<file path="src/logic/pport_defines.vh">
// register offsets, field positions, reset values and timing counts for the parallel port
`ifndef PPORT_DEFINES_VH
`define PPORT_DEFINES_VH

// ***************************************
// register map (byte addresses)
// ***************************************
`define PP_MODE_OFS 8'h00
`define PP_ADDR_OFS 8'h04
`define PP_DATA_OFS 8'h08
`define PP_STAT_OFS 8'h0c

// ***************************************
// mode register fields
// ***************************************
`define PP_BUSY_BIT 15
`define PP_IRQ_HI 14
`define PP_IRQ_LO 13
`define PP_STEP_HI 12
`define PP_STEP_LO 11
`define PP_WIDE_BIT 10
`define PP_MODE_HI 9
`define PP_MODE_LO 8
`define PP_SETUP_HI 7
`define PP_SETUP_LO 6
`define PP_STRB_HI 5
`define PP_STRB_LO 2
`define PP_HOLD_HI 1
`define PP_HOLD_LO 0
`define PP_MODE_RST 16'h0000
`define PP_CS_EN_BIT 16

// ***************************************
// encodings
// ***************************************
`define PP_OPM_LEGACY 2'h0
`define PP_OPM_ENH 2'h1
`define PP_OPM_MST2 2'h2
`define PP_OPM_MST1 2'h3
`define PP_IRQ_NONE 2'h0
`define PP_IRQ_EOC 2'h1
`define PP_IRQ_BUF3 2'h2
`define PP_STEP_NONE 2'h0
`define PP_STEP_INC 2'h1
`define PP_STEP_DEC 2'h2
`define PP_STEP_BUF 2'h3

// ***************************************
// timing
// ***************************************
`define PP_CLK_NS 4
`define PP_MIN_WAIT_NS 4
`define PP_MIN_WAIT_CYC ((`PP_MIN_WAIT_NS + `PP_CLK_NS - 1) / `PP_CLK_NS)

`endif

</file>
<file path="src/logic/slave_buffers.v">
// four-entry slave read/write buffer memory with registered read data
`timescale 1ns/1ps
module slave_buffers #(
   parameter WIDTH = 8
) (
   // clock
   input wire clk,
   input wire ce,
   // write port
   input wire wr_en,
   input wire [1:0] wr_idx,
   input wire [WIDTH-1:0] wr_data,
   // read port
   input wire [1:0] rd_idx,
   output reg [WIDTH-1:0] rd_data
);
   reg [WIDTH-1:0] mem [0:3];

   always @(posedge clk) begin
      if (ce) begin
         if (wr_en) begin
            mem[wr_idx] <= wr_data;
         end
         rd_data <= mem[rd_idx];
      end
   end
endmodule // slave_buffers

</file>
<file path="src/logic/parallel_port.v">
// parallel master/slave port with mode, wait-state and address-step control
// Behaviour
// - busy flag reads 1 during a master transfer, 0 when idle
// - irq select 01 interrupts at the end of every cycle
// - irq select 10 interrupts on buffer three or slave address 11
// - irq select 00 gives no interrupt; 11 is reserved for software
// - step 01 increments the 16-bit address after each cycle
// - step 10 decrements the 16-bit address after each cycle
// - step 00 leaves the address unchanged
// - step 11 auto-advances slave buffer pointers on host strobes in legacy mode, and the read pointer on data register accesses in either slave mode
// - wide bit picks one 16-bit or one 8-bit transfer per data access
// - mode 11 master drives chip selects, direction, enable, address, data
// - mode 10 master drives chip selects, read, write, address, data
// - mode 01 enhanced slave with strobes, select, two address bits
// - mode 00 legacy slave with strobes, select and eight data lines
// - setup wait of one to four clocks, default one
// - strobe wait zero forces setup and hold to one clock on writes
// - strobe wait zero on reads gives one setup, zero hold
// - top two address bits do not step when used as chip selects
// - upper data byte is driven only in 16-bit mode
//
// Strobed register access and the address map were decided locally.
`include "pport_defines.vh"
`timescale 1ns/1ps
module parallel_port (
   // clock and reset
   input wire clk,
   input wire rst_n,
   input wire ce,
   // register port
   input wire [7:0] reg_addr,
   input wire [31:0] reg_wdata,
   input wire reg_wr,
   input wire reg_rd,
   output reg [31:0] reg_rdata,
   // event output
   output reg irq_q,
   // master side pins
   output reg [1:0] chip_select_lines,
   output reg [13:0] port_address_lines,
   output reg read_strobe,
   output reg write_strobe,
   output reg rw_direction_line,
   output reg enable_strobe,
   // data pins, three signals per bit
   input wire [15:0] port_data_in,
   output reg [15:0] port_data_out,
   output reg [15:0] port_data_oe,
   // slave side pins
   input wire slave_chip_select,
   input wire slave_read_strobe,
   input wire slave_write_strobe,
   input wire [1:0] slave_addr_in
);
   // ***************************************
   // states
   // ***************************************
   localparam [3:0] S_IDLE = 4'h1;
   localparam [3:0] S_SETUP = 4'h2;
   localparam [3:0] S_STRB = 4'h4;
   localparam [3:0] S_HOLD = 4'h8;

   reg [15:0] mode_q;
   reg cs_en_q;
   reg [15:0] addr_q;
   reg [15:0] wdata_q;
   reg [15:0] rdata_q;
   reg [3:0] state_q;
   reg [3:0] cnt_q;
   reg is_rd_q;
   reg [1:0] rd_ptr_q;
   reg [1:0] wr_ptr_q;
   reg [1:0] s_cs_m;
   reg [1:0] s_rd_m;
   reg [1:0] s_wr_m;
   reg [1:0] s_cs_s;
   reg [1:0] s_rd_s;
   reg [1:0] s_wr_s;
   reg [1:0] s_a_m;
   reg [1:0] s_a_s;
   reg [7:0] s_d_m;
   reg [7:0] s_d_s;
   reg s_rd_prev_q;
   reg s_wr_prev_q;
   wire [7:0] buf_rd_data;

   wire [1:0] opm = mode_q[`PP_MODE_HI:`PP_MODE_LO];
   wire [1:0] irq_select = mode_q[`PP_IRQ_HI:`PP_IRQ_LO];
   wire [1:0] step = mode_q[`PP_STEP_HI:`PP_STEP_LO];
   wire wide = mode_q[`PP_WIDE_BIT];
   wire [1:0] setup_wait_count = mode_q[`PP_SETUP_HI:`PP_SETUP_LO];
   wire [3:0] strobe_wait_count = mode_q[`PP_STRB_HI:`PP_STRB_LO];
   wire [1:0] hold_wait_count = mode_q[`PP_HOLD_HI:`PP_HOLD_LO];
   wire master = opm[1];

   // ***************************************
   // helpers
   // ***************************************
   // next port address; chip-select bits kept out of the step
   function [15:0] step_addr;
      input [15:0] a;
      input [1:0] s;
      input keep_top;
      reg [15:0] n;
      begin
         n = a;
         if (s == `PP_STEP_INC) begin
            n = a + 16'h0001;
         end else if (s == `PP_STEP_DEC) begin
            n = a - 16'h0001;
         end
         if (keep_top) begin
            n[15:14] = a[15:14];
         end
         step_addr = n;
      end
   endfunction

   // ***************************************
   // pin synchronisers
   // ***************************************
   always @(posedge clk) begin
      if (ce) begin
         s_cs_m <= {s_cs_m[0], slave_chip_select};
         s_rd_m <= {s_rd_m[0], slave_read_strobe};
         s_wr_m <= {s_wr_m[0], slave_write_strobe};
         s_a_m <= slave_addr_in;
         s_d_m <= port_data_in[7:0];
         s_cs_s <= {s_cs_s[0], s_cs_m[1]};
         s_rd_s <= {s_rd_s[0], s_rd_m[1]};
         s_wr_s <= {s_wr_s[0], s_wr_m[1]};
         s_a_s <= s_a_m;
         s_d_s <= s_d_m;
      end
   end

   // slave strobe edges from second stage only
   wire s_rd_evt = !master && s_cs_s[1] && s_rd_s[1] && !s_rd_prev_q;
   wire s_wr_evt = !master && s_cs_s[1] && s_wr_s[1] && !s_wr_prev_q;
   wire [1:0] s_idx = (opm == `PP_OPM_ENH) ? s_a_s : (step == `PP_STEP_BUF) ? wr_ptr_q : 2'h0;
   wire [1:0] s_ridx = (opm == `PP_OPM_ENH) ? s_a_s : (step == `PP_STEP_BUF) ? rd_ptr_q : 2'h0;

   // ***************************************
   // register access decode
   // ***************************************
   wire wr_mode = reg_wr && reg_addr == `PP_MODE_OFS;
   wire wr_addr = reg_wr && reg_addr == `PP_ADDR_OFS;
   wire acc_data = (reg_wr || reg_rd) && reg_addr == `PP_DATA_OFS;
   wire idle = state_q == S_IDLE;
   wire start = master && idle && acc_data;

   // zero strobe wait overrides the programmed setup and hold
   wire [3:0] setup_cyc = (strobe_wait_count == 4'h0) ? 4'h1 : {2'h0, setup_wait_count} + 4'h1;
   wire [3:0] hold_cyc = (strobe_wait_count != 4'h0) ? {2'h0, hold_wait_count} + 4'h1 :
                         (is_rd_q ? 4'h0 : 4'h1);
   wire m_done = (state_q == S_HOLD && cnt_q == 4'h1) ||
                 (state_q == S_STRB && cnt_q == 4'h0 && hold_cyc == 4'h0);

   slave_buffers #(
      .WIDTH(8)
   ) u_buf (
      .clk(clk),
      .ce(ce),
      .wr_en(s_wr_evt),
      .wr_idx(s_idx),
      .wr_data(s_d_s),
      .rd_idx(s_ridx),
      .rd_data(buf_rd_data)
   );

   // ***************************************
   // main state
   // ***************************************
   always @(posedge clk) begin
      if (!rst_n) begin
         mode_q <= `PP_MODE_RST;
         cs_en_q <= 1'b0;
         addr_q <= 16'h0000;
         wdata_q <= 16'h0000;
         rdata_q <= 16'h0000;
         state_q <= S_IDLE;
         cnt_q <= 4'h0;
         is_rd_q <= 1'b0;
         rd_ptr_q <= 2'h0;
         wr_ptr_q <= 2'h0;
         s_rd_prev_q <= 1'b0;
         s_wr_prev_q <= 1'b0;
         irq_q <= 1'b0;
         reg_rdata <= 32'h0000_0000;
      end else if (ce) begin
         s_rd_prev_q <= s_rd_s[1];
         s_wr_prev_q <= s_wr_s[1];
         irq_q <= 1'b0;
         reg_rdata <= 32'h0000_0000;
         if (wr_mode) begin
            // busy is status, not writable
            mode_q <= {1'b0, reg_wdata[14:0]};
            cs_en_q <= reg_wdata[`PP_CS_EN_BIT];
         end
         if (wr_addr) begin
            addr_q <= reg_wdata[15:0];
         end
         if (reg_rd) begin
            case (reg_addr)
               `PP_MODE_OFS: reg_rdata <= {15'h0000, cs_en_q, !idle, mode_q[14:0]};
               `PP_ADDR_OFS: reg_rdata <= {16'h0000, addr_q};
               `PP_DATA_OFS: reg_rdata <= master ? {16'h0000, rdata_q} : {24'h000000, buf_rd_data};
               `PP_STAT_OFS: reg_rdata <= {28'h0000000, wr_ptr_q, rd_ptr_q};
               default: reg_rdata <= 32'h0000_0000;
            endcase
         end
         if (acc_data && !master) begin
            rd_ptr_q <= (step == `PP_STEP_BUF) ? rd_ptr_q + 2'h1 : rd_ptr_q;
         end
         // slave events
         if (s_rd_evt || s_wr_evt) begin
            if (step == `PP_STEP_BUF && opm == `PP_OPM_LEGACY) begin
               if (s_wr_evt) begin
                  wr_ptr_q <= wr_ptr_q + 2'h1;
               end
               if (s_rd_evt) begin
                  rd_ptr_q <= rd_ptr_q + 2'h1;
               end
            end
            if (irq_select == `PP_IRQ_EOC) begin
               irq_q <= 1'b1;
            end else if (irq_select == `PP_IRQ_BUF3 && (s_wr_evt ? s_idx : s_ridx) == 2'h3) begin
               irq_q <= 1'b1;
            end
         end
         case (state_q)
            S_IDLE: begin
               if (start) begin
                  state_q <= S_SETUP;
                  cnt_q <= setup_cyc;
                  is_rd_q <= reg_rd;
                  wdata_q <= wide ? reg_wdata[15:0] : {8'h00, reg_wdata[7:0]};
               end
            end
            S_SETUP: begin
               if (cnt_q <= `PP_MIN_WAIT_CYC) begin
                  state_q <= S_STRB;
                  cnt_q <= strobe_wait_count;
               end else begin
                  cnt_q <= cnt_q - 4'h1;
               end
            end
            S_STRB: begin
               if (cnt_q == 4'h0) begin
                  if (is_rd_q) begin
                     rdata_q <= wide ? port_data_in : {8'h00, port_data_in[7:0]};
                  end
                  if (hold_cyc == 4'h0) begin
                     state_q <= S_IDLE;
                  end else begin
                     state_q <= S_HOLD;
                     cnt_q <= hold_cyc;
                  end
               end else begin
                  cnt_q <= cnt_q - 4'h1;
               end
            end
            S_HOLD: begin
               if (cnt_q == 4'h1) begin
                  state_q <= S_IDLE;
               end else begin
                  cnt_q <= cnt_q - 4'h1;
               end
            end
            default: state_q <= S_IDLE;
         endcase
         if (m_done) begin
            addr_q <= step_addr(addr_q, step, cs_en_q);
            if (irq_select == `PP_IRQ_EOC) begin
               irq_q <= 1'b1;
            end
         end
      end
   end

   // ***************************************
   // pin drive, registered
   // ***************************************
   wire strb_now = state_q == S_STRB;
   wire in_xfer = !idle;
   always @(posedge clk) begin
      if (!rst_n) begin
         chip_select_lines <= 2'h0;
         port_address_lines <= 14'h0000;
         read_strobe <= 1'b0;
         write_strobe <= 1'b0;
         rw_direction_line <= 1'b0;
         enable_strobe <= 1'b0;
         port_data_out <= 16'h0000;
         port_data_oe <= 16'h0000;
      end else if (ce) begin
         chip_select_lines <= (in_xfer && cs_en_q) ? addr_q[15:14] : 2'h0;
         port_address_lines <= addr_q[13:0];
         read_strobe <= strb_now && is_rd_q && opm == `PP_OPM_MST2;
         write_strobe <= strb_now && !is_rd_q && opm == `PP_OPM_MST2;
         rw_direction_line <= in_xfer && is_rd_q && opm == `PP_OPM_MST1;
         enable_strobe <= strb_now && opm == `PP_OPM_MST1;
         if (master) begin
            port_data_out <= wdata_q;
            port_data_oe <= (in_xfer && !is_rd_q) ? (wide ? 16'hffff : 16'h00ff) : 16'h0000;
         end else begin
            port_data_out <= {8'h00, buf_rd_data};
            port_data_oe <= (s_cs_s[1] && s_rd_s[1]) ? 16'h00ff : 16'h0000;
         end
      end
   end
endmodule // parallel_port

</file>
<file path="config.mk">
export PLATFORM = sky130hd
export DESIGN_NAME = parallel_port
export DESIGN_NICKNAME = d
export VERILOG_FILES = /design/src/logic/slave_buffers.v /design/src/logic/parallel_port.v
export VERILOG_INCLUDE_DIRS = /design/src /design/src/logic
export SDC_FILE = /design/constraint.sdc
export NUM_CORES = 1
export LEC_CHECK = 0
export BUFFER_PORTS_ARGS = -buffer_cell sky130_fd_sc_hd__buf_2
export CAP_MARGIN = 20
export CORE_ASPECT_RATIO = 1.2
export CORE_MARGIN = 2
export CORE_UTILIZATION = 50
export CTS_CLUSTER_DIAMETER = 200
export CTS_CLUSTER_SIZE = 30
export DETAILED_ROUTE_END_ITERATION = 6
export PLACE_DENSITY = 0.72
export SYNTH_ARGS = -nofsm -noshare
export SYNTH_HDL_FRONTEND = slang
export SYNTH_SLANG_ARGS = --single-unit
</file>
<file path="constraint.sdc">
create_clock -name clk -period 4.82 [get_ports clk]
set_input_delay 0 -clock clk [delete_from_list [all_inputs] [get_ports clk]]
set_output_delay 0 -clock clk [all_outputs]
set_load 0.01 [all_outputs]
</file>
==> impl_metrics.env, run 1 <==
export IMPL_status="finished clean"
export IMPL_clockRootBuffer="clkbuf_16"
export IMPL_die_x_um=131
export IMPL_worst_pin_slew_ns=0.934
export IMPL_place_gp_congestion=0.940
export IMPL_reg2reg_to="addr_q[11]"
export IMPL_ys_seq_area_share_pct=50.4
export IMPL_crit_path_max_fanout=19
export IMPL_synth_edff_count=72
export IMPL_wl_met2_um=12400
export IMPL_ant_nets=0
export IMPL_dp_hpwl_um=17300
export IMPL_dieArea_mm2=0.0204
export IMPL_drv_slew=0
export IMPL_grt_max_degree=63
export IMPL_clockBufferDepth=3
export IMPL_synth_area_top_cells="dfxtp_1, edfxtp_1, a21oi_1"
export IMPL_io_buffer_count=120
export IMPL_synth_seq_cells=207
export IMPL_r2r_slack_ns=1.65
export IMPL_initial_core_util_pct=51.1
export IMPL_min_path_type="in -> reg"
export IMPL_area_delta_synth_final_pct=13.9
export IMPL_slew_headroom_pct=37.7
export IMPL_antenna_found_initial=0
export IMPL_timing_hold_ws_ns=0.0190
export IMPL_setup_worst_path_class="reg -> reg"
export IMPL_clkPwrFrac_pct=33.6
export IMPL_htreeDepth=1
export IMPL_drt_iter0_markers=580
export IMPL_rsz0062_at_grt="no"
export IMPL_drive_gt1_share_pct=15.3
export IMPL_clk_latency_ns=0.47
export IMPL_fin_worst_skew_ns=0.0193
export IMPL_critical_path_slowest_cell="o21ai_1"
export IMPL_numCtsBuffers=10
export IMPL_overflow=0
export IMPL_io_pins=151
export IMPL_p_leak_nw=4.18
export IMPL_grt_pass1_vias=7274
export IMPL_vias=7824
export IMPL_post_cts_resized=0
export IMPL_cp_arrival_ns=3.58
export IMPL_synthesis_area_mm2=0.00964
export IMPL_critical_path_startpoint_type="flip-flop"
export IMPL_synth_top_area_cell="dfxtp_1"
export IMPL_cap_violations=0
export IMPL_synth_common_cells="nand2_1, dfxtp_1, a21oi_1, edfxtp_1, nor2_1"
export IMPL_synth_top_area_share_pct=28.0
export IMPL_crit_path_end_kind="flip-flop"
export IMPL_power_internal_mw=2.38
export IMPL_antennaDiodeCount=0
export IMPL_clk_pin_slew_worst_paths_ns=0.12
export IMPL_setup_slack_ns=1.65
export IMPL_wl_um=25100
export IMPL_p_sw_uw=657
export IMPL_track_usage_pct=24.2
export IMPL_core_area_mm2=0.0189
export IMPL_avgSynthCellArea_um2=9.59
export IMPL_routed_via_density=5.69
export IMPL_vdd_ir_drop_max_v=0.000317
export IMPL_place_ws_ns=1.71
export IMPL_synth_ff_type="dfxtp_1"
export IMPL_yosys_warnings=0
export IMPL_layout_min_cycle_time_ns=3.17
export IMPL_grt_first_pass_wirelength_um=38500
export IMPL_crit_end="addr_q[11]"
export IMPL_path_cells="nor4b_2 > nand2_1 > o21a_1 > o21ai_1 > buf_4 > o221ai_1 > a31oi_1"
export IMPL_yosysUniqueCellTypes=71
export IMPL_setup_viol=0
export IMPL_cp_data_required_time_ns=5.22
export IMPL_highest_layer="met4"
export IMPL_cts_tree="built"
export IMPL_netlist_instances=1006
export IMPL_fp_dieH_um=156
export IMPL_dr_pass1_iters=5
export IMPL_power_frac_seq_pct=61.0
export IMPL_regToRegStartpoint="state_q[1]"
export IMPL_drc=0
export IMPL_yosysMostFrequentCell="nand2_1"
export IMPL_power_density_mw_per_mm2=277
export IMPL_final_setup_tns_ns=0
export IMPL_period_share_pct=65.8
export IMPL_wl_met1_um=11000
export IMPL_wl_met3_um=1170
export IMPL_hold_viol=0
export IMPL_final_nets=1204
export IMPL_crit_start="state_q[1]"
export IMPL_reg2regPathDepth=7
export IMPL_slowest_delay_ns=0.69
export IMPL_swShare_pct=21.6
export IMPL_combPwrFrac_pct=5.5
export IMPL_rows=55
export IMPL_wl_per_cell_um=18.3
export IMPL_async_reset_ff_share_pct=0
export IMPL_p_total_mw=3.04
export IMPL_fmax_mhz=315
export IMPL_cts_sinks=207
routing by layer:
layer  track usage (%)  up-vias
met4              6.84        0
met2              41.8      219
li1                  -     3806
met3              2.19       42
met1              32.4     3757
met5                 0        -
timing repair:
action,in CTS,in global routing
setup buffers,0,0
endpoints found under the hold margin,77,0
hold buffers,39,0
stage by stage:
step / cells / utilization, % / cell area, um^2
after detailed placement: 1319 / 54.4 / 10300
after CTS: 1374 / 58.2 / 11000
after floorplan: 1020 / - / 9700
final: 1375 / 58.2 / 11000
after global placement: 1319 / 54.4 / 10300
after global routing: 1375 / 58.2 / 11000
cell families after synthesis:
| group | Yosys count | synth area share [%] |
|---|---|---|
| AOI/OAI and AO/OA | 268 | 17.9 |
| xor gates and xnor gates | 14 | 1.27 |
| adders and majority gates | 23 | 3.06 |
| buffers and inverters | 104 | 5.31 |
| DFF | 207 | 50.4 |
| muxes | 44 | 5.22 |
| other | 1 | 0.0389 |
| and+or+nand+nor | 345 | 16.8 |
critical path: cells and delay by family (launching register included):
family | cells | cell delay [ns]
AO/OA/AOI/OAI | 4 | 1.54
AND/OR/NAND/NOR | 2 | 0.81
flip-flops | 1 | 0.45
buffers and inverters | 1 | 0.31
cell usage in the layout, fill, tap and decap left out, types with 11 or more instances in the layout:
cell | Yosys | final
a211oi_1 | 18 | 18
a21oi_1 | 119 | 118
a22oi_1 | 14 | 14
and2_1 | 17 | 17
buf_2 | 4 | 119
buf_4 | 29 | 12
clkbuf_16 | 0 | 11
conb_1 | 1 | 15
dfxtp_1 | 135 | 135
dlygate4sd3_1 | 0 | 39
edfxtp_1 | 72 | 72
ha_1 | 22 | 22
inv_1 | 15 | 15
mux2i_1 | 30 | 30
nand2_1 | 143 | 143
nand3_1 | 40 | 40
nor2_1 | 67 | 67
nor2b_1 | 14 | 14
nor3_1 | 17 | 16
o21ai_0 | 29 | 29
o2bb2ai_1 | 13 | 13
sequential cells by signal, indices dropped and copies added, names as in the netlist, 14 cells and up:
name                cells
wdata_q                16
rdata_q                16
port_address_lines     14
reg_rdata              17
port_data_out          16
u_buf.mem              32
mode_q                 15
addr_q                 16
layout make-up:
cell class | count | area [um^2]
Clock buffer | 15 | 290
Inverter | 16 | 61.3
Tap cell | 256 | 320
Timing Repair Buffer | 171 | 1090
Clock inverter | 1 | 30.0
Multi-Input combinational cell | 709 | 4330
Sequential cell | 207 | 4860
Fill cell | 1676 | 7870
power groups by stage:
stage | combinational [mW] | sequential, mW | clock (mW)
4_1_cts | 0.164 | 1.85 | 1.04
2_1_floorplan | 0.0832 | 1.89 | 0
6_report | 0.166 | 1.85 | 1.02
3_5_place_dp | 0.139 | 1.89 | 0
3_3_place_gp | 0.139 | 1.89 | 0
5_1_grt | 0.179 | 1.86 | 1.10
how the worst min path moves through the flow:
stage	startpoint	end	slack, ns	cells past startpoint
3_5_place_dp	slave_read_strobe	s_rd_m[0]	0.18	1
3_3_place_gp	slave_read_strobe	s_rd_m[0]	0.18	1
4_1_cts	ce	port_data_out[7]	0.01	2
6_report	ce	port_data_out[7]	0.02	2
2_1_floorplan	slave_addr_in[0]	s_a_m[0]	0.1	0
5_1_grt	ce	port_data_out[7]	0.07	2
Note: power is estimated with default switching activity, not from simulation.
==> inputs of run 2 (changes only) <==
PLACE_DENSITY = 0.75   (was 0.72)
clock period = 2.8 ns   (was 4.82 ns; I/O delays follow)
==> run 2 against run 1 <==
  * Power increased by 72%
  * Wire length up 0.71%
  * Final cell count grew 2.0%
  * Combinational power increased by 78%
  * Sequential share of layout area down 0.92 points
  * Die area stayed put
  * Largest cell class unchanged
  * Largest power group unchanged
  * Highest routed layer unchanged
==> impl_metrics.env, run 2 (same netlist as run 1, synthesis figures left out) <==
export IMPL_overflow=0
export IMPL_clockRootBuffer="clkbuf_16"
export IMPL_crit_end="addr_q[14]"
export IMPL_grt_first_pass_wirelength_um=39600
export IMPL_rows=55
export IMPL_dp_hpwl_um=17800
export IMPL_track_usage_pct=24.7
export IMPL_cp_data_required_time_ns=3.21
export IMPL_wl_per_cell_um=18.1
export IMPL_drive_gt1_share_pct=17.0
export IMPL_period_share_pct=92.9
export IMPL_path_depth=9
export IMPL_crit_path_end_kind="flip-flop"
export IMPL_regToRegStartpoint="mode_q[11]"
export IMPL_layout_min_cycle_time_ns=2.60
export IMPL_vdd_ir_drop_max_v=0.000392
export IMPL_cp_arrival_ns=3.01
export IMPL_crit_start="mode_q[11]"
export IMPL_top_register="u_buf.mem"
export IMPL_initial_core_util_pct=51.1
export IMPL_final_nets=1229
export IMPL_dp_cells=1343
export IMPL_power_density_mw_per_mm2=467
export IMPL_fmax_mhz=384
export IMPL_cp_buffers_inverters=1
export IMPL_status="finished clean"
export IMPL_cp_top_family="simple AND/OR/NAND/NOR gates"
export IMPL_io_pins=151
export IMPL_routed_via_density=5.70
export IMPL_finalNonFillerCells=1402
export IMPL_final_cell_mix="nand2_1, dfxtp_1, buf_2, a21oi_1, edfxtp_1"
export IMPL_r2r_slack_ns=0.20
export IMPL_crit_path_max_fanout=16
export IMPL_setup_viol=0
export IMPL_cts_sinks=207
export IMPL_clockBufferDepth=3
export IMPL_grt_pass1_vias=7621
export IMPL_htreeDepth=1
export IMPL_vias=7985
export IMPL_cap_violations=0
export IMPL_largest_register_ffs=32
export IMPL_wl_um=25300
export IMPL_p_leak_nw=4.31
export IMPL_area_delta_synth_final_pct=16.3
export IMPL_reg2regPathDepth=9
export IMPL_cts_tree="built"
export IMPL_final_setup_tns_ns=0
export IMPL_rsz0062_at_grt="no"
export IMPL_numCtsBuffers=10
export IMPL_clk_pin_slew_worst_paths_ns=0.12
export IMPL_reg2reg_to="addr_q[14]"
export IMPL_worst_pin_slew_ns=0.708
export IMPL_io_buffer_count=120
export IMPL_dr_pass1_iters=7
export IMPL_die_x_um=131
export IMPL_hold_viol=0
export IMPL_clk_latency_ns=0.48
export IMPL_slew_headroom_pct=52.7
export IMPL_min_path_type="in -> reg"
export IMPL_drt_iter0_markers=583
export IMPL_critical_path_slowest_cell="ha_1"
export IMPL_drc=0
export IMPL_grt_max_degree=77
export IMPL_p_total_mw=5.24
export IMPL_critical_path_startpoint_type="flip-flop"
export IMPL_path_cells="nand2b_1 > buf_4 > ha_1 > nand2_1 > or3_1 > a211oi_1 > nor3_1 > or3b_2 > a21oi_1"
export IMPL_final_common_cell="nand2_1"
export IMPL_reg_top3="u_buf.mem: 32 flops, reg_rdata: 17 flops"
export IMPL_fin_worst_skew_ns=0.0133
export IMPL_drv_slew=0
export IMPL_dieArea_mm2=0.0204
export IMPL_antenna_found_initial=0
export IMPL_ant_nets=0
export IMPL_fp_dieH_um=156
export IMPL_place_gp_congestion=0.913
export IMPL_slowest_delay_ns=0.45
export IMPL_setup_worst_path_class="reg -> reg"
export IMPL_core_area_mm2=0.0189
==> run 2: changes by cell type in the layout (fill, tap and decap cells not counted), moves of 2 or more <==
cell,before,now
buf_4,12,33
diode_2,0,2
dlygate4sd3_1,39,41
buf_12,0,3
==> run 2: layer usage <==
metal,GRT usage (%),up-vias,part of all wire (%)
met2,41.9,250,50
met3,2.57,39,4.9
li1,-,3855,-
met4,8.76,0,2.6
met1,32.8,3841,43
met5,0,-,0
==> run 2: worst reg2reg max path: stages (launching register included) <==
cell,delay (ns)
dfxtp_1,0.42
nand2b_1,0.10
buf_4,0.21
ha_1,0.45
nand2_1,0.14
or3_1,0.33
a211oi_1,0.24
nor3_1,0.08
or3b_2,0.44
a21oi_1,0.14
==> run 2: power by group <==
part | internal, mW | switching, mW
registers | 3.17 | 0.0241
clock network | 0.826 | 0.931
logic | 0.119 | 0.176
total | 4.11 | 1.13
==> run 2: how the worst min path moves through the flow <==
stage                     cells past startpoint     endpoint             start
after global routing                          6  rd_ptr_q[0]       reg_addr[6]
after CTS                                     6  rd_ptr_q[0]       reg_addr[6]
final                                         6  rd_ptr_q[0]       reg_addr[6]
after detailed placement                      1     s_a_m[0]  slave_addr_in[0]
after floorplan                               0     s_a_m[0]  slave_addr_in[0]
after global placement                        1     s_a_m[1]  slave_addr_in[1]
==> run 2: final cells by class <==
| cell class | count | area, um^2 |
|---|---|---|
| antenna | 2 | 5.00 |
| clock buffer | 15 | 290 |
| clock inverter | 1 | 30.0 |
| fill | 1612 | 7640 |
| inverter | 16 | 60.1 |
| multi-input combinational | 709 | 4330 |
| sequential | 207 | 4860 |
| tap | 256 | 320 |
| timing repair buffer | 196 | 1310 |
==> run 2: repair_timing <==
action,CTS,global route
endpoints found under the setup margin,0,3
hold buffers,41,0
hold endpoints to repair,98,0
gates resized for setup,0,2
setup buffers,0,0
==> run 2: through the flow <==
step	area, um^2	util (%)	worst slack [ns]	hold WS [ns]
detailed placement	10500	55.6	0.225	0.179
finish	11200	59.5	0.197	0.135
global placement	10500	55.6	0.290	0.178
global route	11200	59.5	0.0348	0.186
floorplan	9700	-	0.187	0.0989
CTS	11200	59.4	0.207	0.130
==> inputs of run 3 (changes only) <==
RECOVER_POWER = 50   (was default)
==> run 3 against run 2 <==
  * Worst setup slack gained 0.0056 ns
  * Die area is the same
  * Wire length grew 0.11%
  * Non-clock buffer count is the same
  * Worst hold slack is essentially flat
  * Cell area shrank 0.69%
  * Clock power is essentially flat
  * Final cell count is the same
  * Largest cell class unchanged
  * Largest power group unchanged
  * Highest routed layer unchanged
==> impl_metrics.env, run 3 (same netlist as run 1, synthesis figures left out) <==
export IMPL_min_path_type="in -> reg"
export IMPL_hold_viol=0
export IMPL_multi_input_area_mm2=0.00433
export IMPL_critical_path_slowest_cell="ha_1"
export IMPL_area_delta_synth_final_pct=15.5
export IMPL_io_pins=151
export IMPL_ant_nets=0
export IMPL_layout_min_cycle_time_ns=2.60
export IMPL_rsz0062_at_grt="no"
export IMPL_clockBufferDepth=3
export IMPL_vias=7939
export IMPL_setup_viol=0
export IMPL_largest_register_ffs=32
export IMPL_dp_hpwl_um=17800
export IMPL_wl_um=25300
export IMPL_clk_latency_ns=0.48
export IMPL_htreeDepth=1
export IMPL_power_density_mw_per_mm2=471
export IMPL_top_register="u_buf.mem"
export IMPL_die_x_um=131
export IMPL_grt_first_pass_wirelength_um=39600
export IMPL_setup_worst_path_class="reg -> reg"
export IMPL_min_delay_start="reg_addr[6]"
export IMPL_cp_arrival_ns=3.01
export IMPL_dieArea_mm2=0.0204
export IMPL_drc=0
export IMPL_reg_top3="u_buf.mem: 32 flops, reg_rdata: 17 flops"
export IMPL_final_cell_mix="nand2_1, dfxtp_1, a21oi_1, edfxtp_1, nor2_1"
export IMPL_final_common_cell="nand2_1"
export IMPL_fmax_mhz=385
export IMPL_slew_headroom_pct=52.7
export IMPL_final_nets=1229
export IMPL_final_core_util_pct=59.1
export IMPL_clk_pin_slew_worst_paths_ns=0.12
export IMPL_crit_start="mode_q[11]"
export IMPL_vdd_ir_drop_max_v=0.000392
export IMPL_fp_dieH_um=156
export IMPL_wl_per_cell_um=18.1
export IMPL_numCtsBuffers=10
export IMPL_regToRegStartpoint="mode_q[11]"
export IMPL_period_share_pct=92.7
export IMPL_grt_pass1_vias=7621
export IMPL_final_setup_tns_ns=0
export IMPL_slowest_delay_ns=0.44
export IMPL_cts_sinks=207
export IMPL_crit_path_max_fanout=16
export IMPL_fin_worst_skew_ns=0.0110
export IMPL_drive_gt1_share_pct=11.6
export IMPL_status="finished clean"
export IMPL_track_usage_pct=24.7
export IMPL_core_area_mm2=0.0189
export IMPL_initial_core_util_pct=51.1
export IMPL_place_gp_congestion=0.913
export IMPL_seq_area_mm2=0.00486
export IMPL_routed_via_density=5.66
export IMPL_nFillCells=1645
export IMPL_drt_iter0_markers=607
export IMPL_critical_path_startpoint_type="flip-flop"
export IMPL_io_buffer_count=120
export IMPL_cap_violations=0
export IMPL_cp_data_required_time_ns=3.21
export IMPL_clockRootBuffer="clkbuf_16"
export IMPL_rows=55
export IMPL_antenna_found_initial=0
export IMPL_path_cells="nand2b_1 > buf_4 > ha_1 > nand2_1 > or3_1 > a211oi_1 > nor3_1 > or3b_2 > a21oi_1"
export IMPL_dr_pass1_iters=5
export IMPL_p_leak_nw=4.06
export IMPL_cts_tree="built"
export IMPL_drv_slew=0
export IMPL_grt_max_degree=77
export IMPL_worst_pin_slew_ns=0.707
export IMPL_crit_path_end_kind="flip-flop"
export IMPL_overflow=0
-- run 3: changes by cell type in the layout (fill, tap and decap cells not counted), sizes merged --
cell and delta:
buf -62, clkbuf +62
-- run 3: layout make-up --
cell class	instances	area share, %
antenna	2	0.0449
clock inverter	1	0.270
clock buffer	15	2.61
multi-input combinational	709	38.9
timing repair buffer	196	11.1
sequential	207	43.7
tap	256	2.88
inverter	16	0.539
-- run 3: metrics by stage --
stage	power (mW)	cell area, um^2	worst slack (ns)	cells	hold slack, ns
floorplan	3.40	9700	0.187	1020	0.0989
global route	5.40	11100	0.0348	1400	0.186
detailed placement	3.51	10500	0.225	1343	0.179
global placement	3.50	10500	0.290	1343	0.178
finish	5.24	11100	0.203	1402	0.134
CTS	5.27	11200	0.207	1400	0.130
-- run 3: final timing paths --
check	end	slack, ns	depth (start not counted)
worst min-delay path	rd_ptr_q[0]	0.13	6
worst max register to register	addr_q[14]	0.20	9
worst max-delay path	addr_q[14]	0.20	9
worst min register to register	s_d_s[2]	0.43	0
-- run 3: repair_timing --
| item | in CTS | in global routing |
|---|---|---|
| hold buffers | 41 | 0 |
| setup endpoints to repair | 0 | 3 |
| resized for setup | 0 | 2 |
| endpoints found under the hold margin | 98 | 0 |
| buffers inserted | 0 | 0 |
-- run 3: power breakdown --
group          total (mW)  switching [mW]  internal, mW  leakage [nW]
Clock                1.76           0.936         0.826         0.154
Combinational       0.293           0.177         0.116          2.13
Sequential           3.19          0.0241          3.17          1.77
-- run 3: layer usage --
metal / track usage, % / wire, um / vias up
met4: 8.76 / 645 / 0
met2: 41.9 / 12600 / 257
met5: 0 / 0 / -
met1: 32.8 / 10800 / 3784
li1: - / - / 3858
met3: 2.57 / 1210 / 40
-- run 3: critical path, delay by kind of cell, from the launching register on --
family,cells,cell delay (ns)
AOI/OAI and AO/OA,2,0.38
adders and majority gates,1,0.44
buffers and inverters,1,0.21
DFF,1,0.42
and+or+nand+nor,5,1.08
